==> src/cgr_pkg.sv <==
package cgr_pkg;

  // Register byte addresses on the bus (one aligned word each, except the two trim stores, which share one word).
  localparam logic [15:0] CGR_ADDR_CONTROL    = 16'h0000;
  localparam logic [15:0] CGR_ADDR_MULTIPLIER = 16'h0004;
  localparam logic [15:0] CGR_ADDR_TRIM       = 16'h0008;
  localparam logic [15:0] CGR_ADDR_DIVIDER    = 16'h000c;
  localparam logic [15:0] CGR_ADDR_STAGE      = 16'h0010;
  localparam logic [15:0] CGR_ADDR_TRIM_5V    = 16'hff80;
  localparam logic [15:0] CGR_ADDR_TRIM_3V    = 16'hff81;
  localparam logic [15:0] CGR_ADDR_STRAPS     = 16'h0014;

  // Field positions inside clock_gen_control.
  localparam int CGR_BIT_IRQ_EN  = 7;
  localparam int CGR_BIT_FAIL    = 6;
  localparam int CGR_BIT_MON_ON  = 5;
  localparam int CGR_BIT_SEL     = 4;
  localparam int CGR_BIT_INT_ON  = 3;
  localparam int CGR_BIT_INT_STB = 2;
  localparam int CGR_BIT_EXT_ON  = 1;
  localparam int CGR_BIT_EXT_STB = 0;

  // Values after reset, and the multiplier and divider limits.
  localparam logic [6:0] CGR_MULT_RESET = 7'h15;
  localparam logic [7:0] CGR_TRIM_RESET = 8'h80;
  localparam logic [6:0] CGR_MULT_ZERO  = 7'h00;
  localparam logic [6:0] CGR_MULT_ONE   = 7'h01;
  localparam logic [3:0] CGR_DIV_MAX    = 4'h9;

  // External stabilisation counts in external clock cycles.
  localparam int CGR_EXT_XTAL_CYCLES = 4096;
  localparam int CGR_EXT_CLK_CYCLES  = 16;

endpackage

==> src/cgr_clock_ctrl.sv <==
`timescale 1ns/10ps
module cgr_clock_ctrl
  import cgr_pkg::*;
#(
  parameter int         EXT_XTAL_CYCLES = CGR_EXT_XTAL_CYCLES,
  parameter logic [7:0] TRIM_5V_VALUE   = 8'hff,
  parameter logic [7:0] TRIM_3V_VALUE   = 8'hff
) (
  // Clock and reset.
  input  wire logic        clk_i,
  input  wire logic        rst_i,
  // Wishbone slave.
  input  wire logic        cyc_i,
  input  wire logic        stb_i,
  input  wire logic        we_i,
  input  wire logic [15:0] adr_i,
  input  wire logic [3:0]  sel_i,
  input  wire logic [31:0] dat_i,
  output logic      [31:0] dat_o,
  output logic             ack_o,
  // Analog generator and monitor side.
  input  wire logic        internal_clock_i,
  input  wire logic        external_clock_i,
  input  wire logic        internal_lost_i,
  input  wire logic        external_lost_i,
  input  wire logic        internal_locked_i,
  input  wire logic [3:0]  filter_divide_i,
  input  wire logic [7:0]  filter_stage_i,
  // Chip modes and options.
  input  wire logic        stop_mode_i,
  input  wire logic        clocks_in_stop_option_i,
  input  wire logic        external_crystal_option_i,
  // Controls to the generators.
  output logic             monitor_irq_o,
  output logic             oscillator_output_clock_o,
  output logic             internal_gen_on_o,
  output logic             external_gen_on_o,
  output logic             monitor_on_o,
  output logic [6:0]       mult_factor_o,
  output logic [7:0]       clock_trim_o,
  output logic [3:0]       osc_divide_count_o,
  output logic [7:0]       osc_stage_count_o
);

  // Synchronised pin-side levels; stage one feeds stage two only.
  logic [4:0] sync1_r;
  logic [4:0] sync2_r;
  logic       ext_clk_d_r;
  logic       int_clk_d_r;

  // Control register bits.
  logic irq_en_r;
  logic fail_r;
  logic mon_on_r;
  logic sel_r;
  logic int_on_r;
  logic int_stb_r;
  logic ext_on_r;
  logic ext_stb_r;
  logic fail_seen_r;

  logic [6:0]  mult_r;
  logic [7:0]  trim_r;
  logic [3:0]  div_r;
  logic [7:0]  stage_r;
  logic [12:0] ext_cnt_r;

  // Decoded bus strobes.
  // Everything below is combinational from the registers, the bus and the mode pins.
  logic        req;
  logic        wr;
  logic        rd;
  logic        wr_ctl;
  logic        wr_mult;
  logic        wr_trim;
  logic        wr_stage;
  logic        halt;
  logic        int_lost;
  logic        ext_lost;
  logic        int_clk;
  logic        ext_clk;
  logic        int_locked;
  logic        ext_edge;
  logic [12:0] ext_target;
  logic [7:0]  ctl_rd;
  logic [7:0]  rd_data;

  // Clock, loss and lock pins from the analog side pass two flops before any use.
  // The clock pins are sampled as levels, so only clocks well below half the
  // bus rate are followed faithfully; a faster clock aliases and may look lost.
  always_ff @(posedge clk_i) begin
    if (rst_i) begin
      sync1_r <= 5'h00;
      sync2_r <= 5'h00;
    end else begin
      sync1_r <= {internal_clock_i, external_clock_i, internal_lost_i, external_lost_i, internal_locked_i};
      sync2_r <= sync1_r;
    end
  end

  // Loss reports count only while the monitor runs. A generator that software
  // simply switched off must not raise the failure flag, and the monitor has
  // no meaningful reference for a clock that it is not watching.
  assign int_clk    = sync2_r[4];
  assign ext_clk    = sync2_r[3];
  assign int_lost   = sync2_r[2] & mon_on_r;
  assign ext_lost   = sync2_r[1] & mon_on_r;
  assign int_locked = sync2_r[0];

  // Stop without the keep-running option shuts both generators down.
  // Only the stable bits, the monitor, the irq enable and the fail flag are cleared; select, enables and
  // factors survive, so the clock returns on the same source after stop.
  assign halt = stop_mode_i & ~clocks_in_stop_option_i;

  // One-cycle access; ack is never held across two edges.
  // Only byte lane zero holds a register, so a write needs sel_i[0]. A read
  // ignores the lanes and always returns its byte in the low lane, which keeps
  // the decode small at the cost of accepting odd lane patterns on reads.
  assign req      = cyc_i & stb_i & ~ack_o;
  assign wr       = req & we_i & sel_i[0];
  assign rd       = req & ~we_i;
  assign wr_ctl   = wr & (adr_i == CGR_ADDR_CONTROL);
  assign wr_mult  = wr & (adr_i == CGR_ADDR_MULTIPLIER) & ~mon_on_r;
  assign wr_trim  = wr & (adr_i == CGR_ADDR_TRIM) & ~mon_on_r;
  assign wr_stage = wr & (adr_i == CGR_ADDR_STAGE) & ~int_on_r;

  // The request is masked while ack is high, so a master that keeps stb up
  // for one extra edge still gets exactly one acknowledge per transfer.
  // The price is a dead cycle between back-to-back requests.
  always_ff @(posedge clk_i) begin
    if (rst_i) begin
      ack_o <= 1'b0;
    end else begin
      ack_o <= req;
    end
  end

  // Monitor interrupt enable; may only be set, and only stays set, while the monitor is on.
  always_ff @(posedge clk_i) begin
    if (rst_i || !mon_on_r || halt) begin
      irq_en_r <= 1'b0;
    end else if (wr_ctl) begin
      irq_en_r <= dat_i[CGR_BIT_IRQ_EN];
    end
  end

  // Fail flag: a detection in the clearing cycle wins over the clear.
  // The arming read is remembered in fail_seen_r, so a blind write of zero
  // cannot discard a failure that software has never looked at. A fresh
  // detection leaves the arming in place, as the flag is still set.
  always_ff @(posedge clk_i) begin
    if (rst_i || !mon_on_r || halt) begin
      fail_r      <= 1'b0;
      fail_seen_r <= 1'b0;
    end else if (int_lost || ext_lost) begin
      fail_r <= 1'b1;
    end else begin
      if (rd && adr_i == CGR_ADDR_CONTROL && fail_r) begin
        fail_seen_r <= 1'b1;
      end
      if (wr_ctl && fail_seen_r && !dat_i[CGR_BIT_FAIL]) begin
        fail_r      <= 1'b0;
        fail_seen_r <= 1'b0;
      end
    end
  end

  // Monitor on: the flag holds it up so the flag cannot be lost by accident.
  // A write that turns the monitor on must keep both generators on as well;
  // otherwise the monitor would show on for one cycle and be forced off again.
  always_ff @(posedge clk_i) begin
    if (rst_i || !int_on_r || !ext_on_r || halt) begin
      mon_on_r <= 1'b0;
    end else if (fail_r) begin
      mon_on_r <= 1'b1;
    end else if (wr_ctl) begin
      if (dat_i[CGR_BIT_MON_ON]) begin
        mon_on_r <= mon_on_r | (int_on_r & ext_on_r & int_stb_r & ext_stb_r
                                & dat_i[CGR_BIT_INT_ON] & dat_i[CGR_BIT_EXT_ON]);
      end else begin
        mon_on_r <= 1'b0;
      end
    end
  end

  // Clock select with forced moves on loss or generator off.
  // External loss wins over internal loss: with both gone the output falls
  // back to the internal path, and the failure flag tells software why.
  // A write may not move the select onto a generator that it turns off.
  always_ff @(posedge clk_i) begin
    if (rst_i || ext_lost || !ext_on_r) begin
      sel_r <= 1'b0;
    end else if (int_lost || !int_on_r) begin
      sel_r <= 1'b1;
    end else if (wr_ctl) begin
      if (dat_i[CGR_BIT_SEL]) begin
        sel_r <= sel_r | (ext_on_r & ext_stb_r & dat_i[CGR_BIT_EXT_ON]);
      end else begin
        sel_r <= sel_r & ~(int_on_r & int_stb_r & dat_i[CGR_BIT_INT_ON]);
      end
    end
  end

  // Internal generator on; turning it off is only safe when unused.
  // Both conditions are the register values before the write edge, so the
  // external path has carried the output for at least one cycle before the
  // internal generator is allowed to stop.
  always_ff @(posedge clk_i) begin
    if (rst_i || mon_on_r || !sel_r) begin
      int_on_r <= 1'b1;
    end else if (wr_ctl) begin
      int_on_r <= dat_i[CGR_BIT_INT_ON];
    end
  end

  // External generator on; held while selected or monitored.
  // Unlike the internal generator it comes up off, since no clock may be fitted.
  always_ff @(posedge clk_i) begin
    if (rst_i) begin
      ext_on_r <= 1'b0;
    end else if (mon_on_r || sel_r) begin
      ext_on_r <= 1'b1;
    end else if (wr_ctl) begin
      ext_on_r <= dat_i[CGR_BIT_EXT_ON];
    end
  end

  // Internal stable follows the loop lock, dropped on any retune.
  // Lock passes the two synchroniser flops first, so the bit lags the loop by
  // three bus cycles; a retune clears it for one cycle only, after which it reloads the synchronised lock, stale or not.
  always_ff @(posedge clk_i) begin
    if (rst_i || int_lost || !int_on_r || wr_mult || wr_trim || halt) begin
      int_stb_r <= 1'b0;
    end else begin
      int_stb_r <= int_locked;
    end
  end

  // External start-up counter, counted in synchronised rising edges.
  // Each external edge counts once only while the external clock runs below
  // half the bus rate. Thirteen bits cover the long crystal count, and
  // without the crystal option the short count applies instead.
  assign ext_edge   = ext_clk & ~ext_clk_d_r;
  assign ext_target = external_crystal_option_i ? 13'(EXT_XTAL_CYCLES) : 13'(CGR_EXT_CLK_CYCLES);

  always_ff @(posedge clk_i) begin
    if (rst_i) begin
      ext_clk_d_r <= 1'b0;
    end else begin
      ext_clk_d_r <= ext_clk;
    end
  end

  always_ff @(posedge clk_i) begin
    if (rst_i || ext_lost || !ext_on_r || halt) begin
      ext_cnt_r <= 13'h0000;
      ext_stb_r <= 1'b0;
    end else if (ext_edge && !ext_stb_r) begin
      ext_cnt_r <= ext_cnt_r + 13'h0001;
      if (ext_cnt_r + 13'h0001 >= ext_target) begin
        ext_stb_r <= 1'b1;
      end
    end
  end

  // Multiplier and trim, both locked while the monitor runs.
  // A zero multiplier is stored as written so software reads back what it
  // wrote; only the factor sent to the generator is mapped to one. Either
  // write also drops the internal stable bit, handled with that bit.
  always_ff @(posedge clk_i) begin
    if (rst_i) begin
      mult_r <= CGR_MULT_RESET;
      trim_r <= CGR_TRIM_RESET;
    end else begin
      if (wr_mult) begin
        mult_r <= dat_i[6:0];
      end
      if (wr_trim) begin
        trim_r <= dat_i[7:0];
      end
    end
  end

  // Loop-filter readbacks; deliberately no reset, as reset turns the internal generator on and they follow the filter.
  // While the internal generator runs the filter owns both fields, which is
  // why a stage write is only taken with the generator off. The divider has
  // no write path at all here.
  always_ff @(posedge clk_i) begin
    if (int_on_r) begin
      div_r   <= (filter_divide_i > CGR_DIV_MAX) ? CGR_DIV_MAX : filter_divide_i;
      stage_r <= filter_stage_i;
    end else if (wr_stage) begin
      stage_r <= dat_i[7:0];
    end
  end

  // Read mux; unmapped addresses read as zero.
  // The trim stores are fixed at build time by parameter, and the options
  // readback lets software see how the chip was strapped. Reads have no side
  // effect except arming the clear of the failure flag.
  assign ctl_rd = {irq_en_r, fail_r, mon_on_r, sel_r, int_on_r, int_stb_r, ext_on_r, ext_stb_r};

  always_comb begin
    rd_data = 8'h00;
    unique case (adr_i)
      CGR_ADDR_CONTROL:    rd_data = ctl_rd;
      CGR_ADDR_MULTIPLIER: rd_data = {1'b0, mult_r};
      CGR_ADDR_TRIM:       rd_data = trim_r;
      CGR_ADDR_DIVIDER:    rd_data = {4'h0, div_r};
      CGR_ADDR_STAGE:      rd_data = stage_r;
      CGR_ADDR_TRIM_5V:    rd_data = TRIM_5V_VALUE;
      CGR_ADDR_TRIM_3V:    rd_data = TRIM_3V_VALUE;
      CGR_ADDR_STRAPS:     rd_data = {6'h00, external_crystal_option_i, clocks_in_stop_option_i};
      default:             rd_data = 8'h00;
    endcase
  end

  // Read data stays until the next read, so a slow master may still take it
  // after ack; the upper bytes are always zero.
  always_ff @(posedge clk_i) begin
    if (rst_i) begin
      dat_o <= 32'h0000_0000;
    end else if (rd) begin
      dat_o <= {24'h00_0000, rd_data};
    end
  end

  // Registered outputs to the generators.
  // Every output lags its register bit by one bus cycle. The monitor output
  // also drops in stop, together with the generator enables, so it never shows
  // the monitor on while both generators are held off.
  always_ff @(posedge clk_i) begin
    if (rst_i) begin
      monitor_irq_o             <= 1'b0;
      oscillator_output_clock_o <= 1'b0;
      internal_gen_on_o         <= 1'b1;
      external_gen_on_o         <= 1'b0;
      monitor_on_o              <= 1'b0;
      mult_factor_o             <= CGR_MULT_RESET;
      clock_trim_o              <= CGR_TRIM_RESET;
      osc_divide_count_o        <= 4'h0;
      osc_stage_count_o         <= 8'h00;
    end else begin
      monitor_irq_o             <= irq_en_r & fail_r;
      oscillator_output_clock_o <= halt ? 1'b0 : (sel_r ? ext_clk : int_clk);
      internal_gen_on_o         <= int_on_r & ~halt;
      external_gen_on_o         <= ext_on_r & ~halt;
      monitor_on_o              <= mon_on_r & ~halt;
      mult_factor_o             <= (mult_r == CGR_MULT_ZERO) ? CGR_MULT_ONE : mult_r;
      clock_trim_o              <= trim_r;
      osc_divide_count_o        <= div_r;
      osc_stage_count_o         <= stage_r;
    end
  end

endmodule

==> config.mk <==
export PLATFORM = sky130hd
export DESIGN_NAME = cgr_clock_ctrl
export DESIGN_NICKNAME = d
export VERILOG_FILES = /design/src/cgr_pkg.sv /design/src/cgr_clock_ctrl.sv
export SDC_FILE = /design/constraint.sdc
export NUM_CORES = 1
export LEC_CHECK = 0
export CAP_MARGIN = 20
export CELL_PAD_IN_SITES_DETAIL_PLACEMENT = 1
export CELL_PAD_IN_SITES_GLOBAL_PLACEMENT = 1
export CORE_MARGIN = 2
export CORE_UTILIZATION = 47
export CTS_CLUSTER_DIAMETER = 150
export CTS_CLUSTER_SIZE = 40
export DETAILED_ROUTE_END_ITERATION = 16
export DONT_BUFFER_PORTS = 1
export PLACE_DENSITY = 0.76
export SYNTH_ARGS = -nofsm -noshare
export SYNTH_HDL_FRONTEND = slang
export SYNTH_SLANG_ARGS = --single-unit
==> constraint.sdc <==
create_clock -name clk_i -period 2.2 [get_ports clk_i]
set_input_delay 0.44 -clock clk_i [delete_from_list [all_inputs] [get_ports clk_i]]
set_output_delay 0.44 -clock clk_i [all_outputs]
set_load 0.005 [all_outputs]
==> metrics.md <==
| Metric | Value |
|---|---|
| Area grow syn2layout | 6.376% |
| Setup Viol. Count Final | 0 |
| Post-synthesis sequential area ratio | 47.87% |
| Largest net degree at the start of global routing | 70 |
| I/O Buffers | 0 |
| R2R cell count | 8 |
| CTS clk-pin slew, worst paths | 0.09 ns |
| Share of layout cells above drive strength 1 | 12.03% |
| Clock power frac | 38.9% |
| CTS Buf Count | 9 |
| Final layout net count | 550 |
| Die Ht | 101.6 um |
| Sequential power share | 57.6% |
| EDFF count, synth | 12 |
| CTS tree | built |
| Post-synth top flop | dfxtp_1 |
| Clock Sink Count | 101 |
| Initial antenna violation count | 0 |
| Synthesis warning total | 0 |
| CTS root buf | clkbuf_8 |
| Critical Path Sink | ext_stb_r$_SDFFE_PP0P_ |
| Max cap viols | 0 |
| Most common cell after layout, fill and taps aside | dfxtp_1 |
| Io pins | 142 |
| Worst-skew pair later-pin latency | 0.36 ns |
| Hold_buf cts | 0 |
| Antenna Nets Post-Route | 0 |
| Num rows | 35 |
| Slew Viols, Final | 0 |
| Hold Violations, Final | 0 |
| CORE AREA | 0.009240 mm2 |
| Total grt overflow | 0 |
| Worst Path Required | 2.49 ns |
| Initial DRT Pass Iterations | 4 |
| Cells after Synth | 473 |
| Die ar. | 0.01032 mm2 |
| Slew @ Worst Pin | 0.5765 ns |
| Final worst path period share | 90.67% |
| Placer Congestion | 0.8485 |
| Critical R2R Launch | ext_cnt_r[0]$_SDFFE_PP0P_ |
| Ys async rst share | 0% |
| Critical path origin | ext_cnt_r[0]$_SDFFE_PP0P_ |
| Initial Utilization | 48.42% |
| DRC | 0 |
| Postcts setup bufs | 0 |
| Via count | 3,244 |
| Gr usage total | 20.54% |
| Number of diodes | 0 |
| Post-synthesis sequential element count | 101 |
| CTS Buffer Depth | 2 |
| Vias in the first global route | 3,083 |
| PwrDens | 700.3 mW/mm2 |
| Run status | complete, no violations |
| HPWL after DPL | 8.023 mm |
| Worst setup EP type | flip-flop |
| Setup TNS | 0 ns |
| RSZ-0062 raised after global routing | false |
| Switching share of power | 21.54% |
| Min-delay worst type | input pin to flip-flop |
| Combinational Power Share | 3.5% |
| Commonest cells after routing, fill and taps aside | 89 x dfxtp_1, 49 x nor2_1, 40 x nor2b_1, 38 x nand2_1, 24 x conb_1 |
| R2R Setup Slk | 0.21 ns |
| Util after Layout | 51.51% |
| Sw Pwr | 0.0007180 W |
| Setup CP Type | flip-flop to flip-flop |
| Post-synthesis cell type count | 52 |
| Reg-to-reg endpoint | ext_stb_r$_SDFFE_PP0P_ |
| Relative slew slack | 61.08% |
| Post-DR wirelength/cell | 17.40 um |
| First-pass GRT wire length | 16.33 mm |
| LEAKAGE | 1.854 nW |
| Die width | 101.6 um |
| WP data arrival | 2.29 ns |
| FMAX | 501.3 MHz |
| Mapped Area | 0.004474 mm2 |
| Internal | 0.002615 W |
| Wirelength, routed | 10.50 mm |
| Post-CTS sizing | 0 |
| Worst Skew | 0.01032 ns |
| Maximum VDD drop | 0.4074 mV |
| Vias per Instance | 5.380 |
| H-tree levels | 3 |
| Drt first-iter violations | 141 |
| Crit path max fanout | 6 |
| Hold WS | 0.1432 ns |
| Avg Synthesized Cell Area | 9.459 um2 |
| Element type at the critical path start | flip-flop |
| Min Tclk post-route | 1.995 ns |
==> final cells by class <==
class	instances	area (um2)
multi-input cells	334	2082
inverters	8	30.03
clock inverters	4	50.05
clock buffers	11	173.9
repair buffers	16	120.1
flip-flops and latches	101	2142
fillers	1078	4481
well taps	129	161.4
==> synth_stat cells (4+ instances only) <==
| library cell | instances | area [um2] |
|---|---|---|
| a211o_1 | 5 | 43.79 |
| a21oi_1 | 9 | 45.04 |
| a31o_2 | 4 | 35.03 |
| a31oi_1 | 7 | 43.79 |
| and3_1 | 9 | 56.30 |
| buf_2 | 7 | 35.03 |
| buf_4 | 25 | 187.7 |
| clkbuf_1 | 15 | 56.30 |
| clkbuf_2 | 4 | 20.02 |
| dfxtp_1 | 89 | 1782 |
| edfxtp_1 | 12 | 360.4 |
| inv_1 | 8 | 30.03 |
| mux2_2 | 9 | 101.4 |
| mux2i_1 | 17 | 170.2 |
| nand2_1 | 38 | 142.6 |
| nand2b_1 | 5 | 31.28 |
| nand3_1 | 14 | 70.07 |
| nand4_1 | 6 | 37.54 |
| nor2_1 | 49 | 183.9 |
| nor2b_1 | 40 | 250.2 |
| nor3_1 | 23 | 115.1 |
| nor4_4 | 4 | 85.08 |
| o21ai_0 | 6 | 30.03 |
| or2_2 | 7 | 43.79 |
| xnor2_1 | 10 | 87.58 |
| xor2_1 | 8 | 70.07 |
==> power groups by stage <==
stage	sequential (W)	combinational, W	clock (W)
6_report	0.00192	0.000116	0.00130
3_5_place_dp	0.00196	0.000115	0
5_1_grt	0.00192	0.000131	0.00140
3_3_place_gp	0.00196	0.000111	0
2_1_floorplan	0.00195	0.000146	0
4_1_cts	0.00192	0.000116	0.00132
==> registers in the layout, summed over array words and instances, names as in the netlist, 5 cells and up <==
| signal | flops |
|---|---|
| mult_r | 7 |
| mult_factor_o | 7 |
| sync2_r | 5 |
| trim_r | 8 |
| ext_cnt_r | 13 |
| dat_o | 8 |
| stage_r | 8 |
| osc_stage_count_o | 8 |
| clock_trim_o | 8 |
| sync1_r | 5 |
==> critical path, stage by stage, from the launching register on <==
cell and delay, ns:
dfxtp_1 0.40, ha_1 0.32, nand3_1 0.17, xor2_1 0.18, ha_1 0.27, nand3_1 0.07, o221a_2 0.28, nand4_1 0.12
o2bb2ai_1 0.12
==> routing by layer <==
layer	vias up	part of all wire (%)	GRT usage, %
li1	1574	-	-
met1	1566	46	28.72
met2	98	46	31.58
met3	6	7.4	6.073
met4	0	0.51	4.366
met5	-	0	0
==> metrics by stage <==
| step | setup WS [ns] | cell area (um2) | total power, W | instances |
|---|---|---|---|---|
| final | 0.2053 | 4760 | 0.003333 | 603 |
| after detailed placement | 0.1168 | 4536 | 0.002077 | 588 |
| after global routing | 0.08194 | 4760 | 0.003456 | 603 |
| after floorplan | 0.2880 | 4561 | 0.002099 | 496 |
| after CTS | 0.2196 | 4760 | 0.003358 | 603 |
| after global placement | 0.1495 | 4536 | 0.002073 | 588 |
==> how the worst min path moves through the flow <==
stage                           from                    end  slack (ns)  cells after the start
2_1_floorplan  sync2_r[0]$_SDFF_PP0_   int_stb_r$_SDFF_PP0_        0.40                      2
6_report                       rst_i  sync1_r[1]$_SDFF_PP0_        0.14                      1
4_1_cts                        rst_i  sync1_r[1]$_SDFF_PP0_        0.13                      1
5_1_grt                        rst_i  sync1_r[2]$_SDFF_PP0_        0.12                      1
3_5_place_dp   sync2_r[0]$_SDFF_PP0_   int_stb_r$_SDFF_PP0_        0.43                      2
3_3_place_gp   sync1_r[3]$_SDFF_PP0_  sync2_r[3]$_SDFF_PP0_        0.42                      1
==> logic make-up after synthesis <==
family | synth area share (%)
flops | 47.87
mux | 6.068
buf+inv | 7.522
fa+ha+maj | 0.8390
other cells | 0.08381
xor+xnor | 3.523
simple gates | 25.64
compound gates | 8.445
No activity file was read; power rests on OpenSTA's default activity.
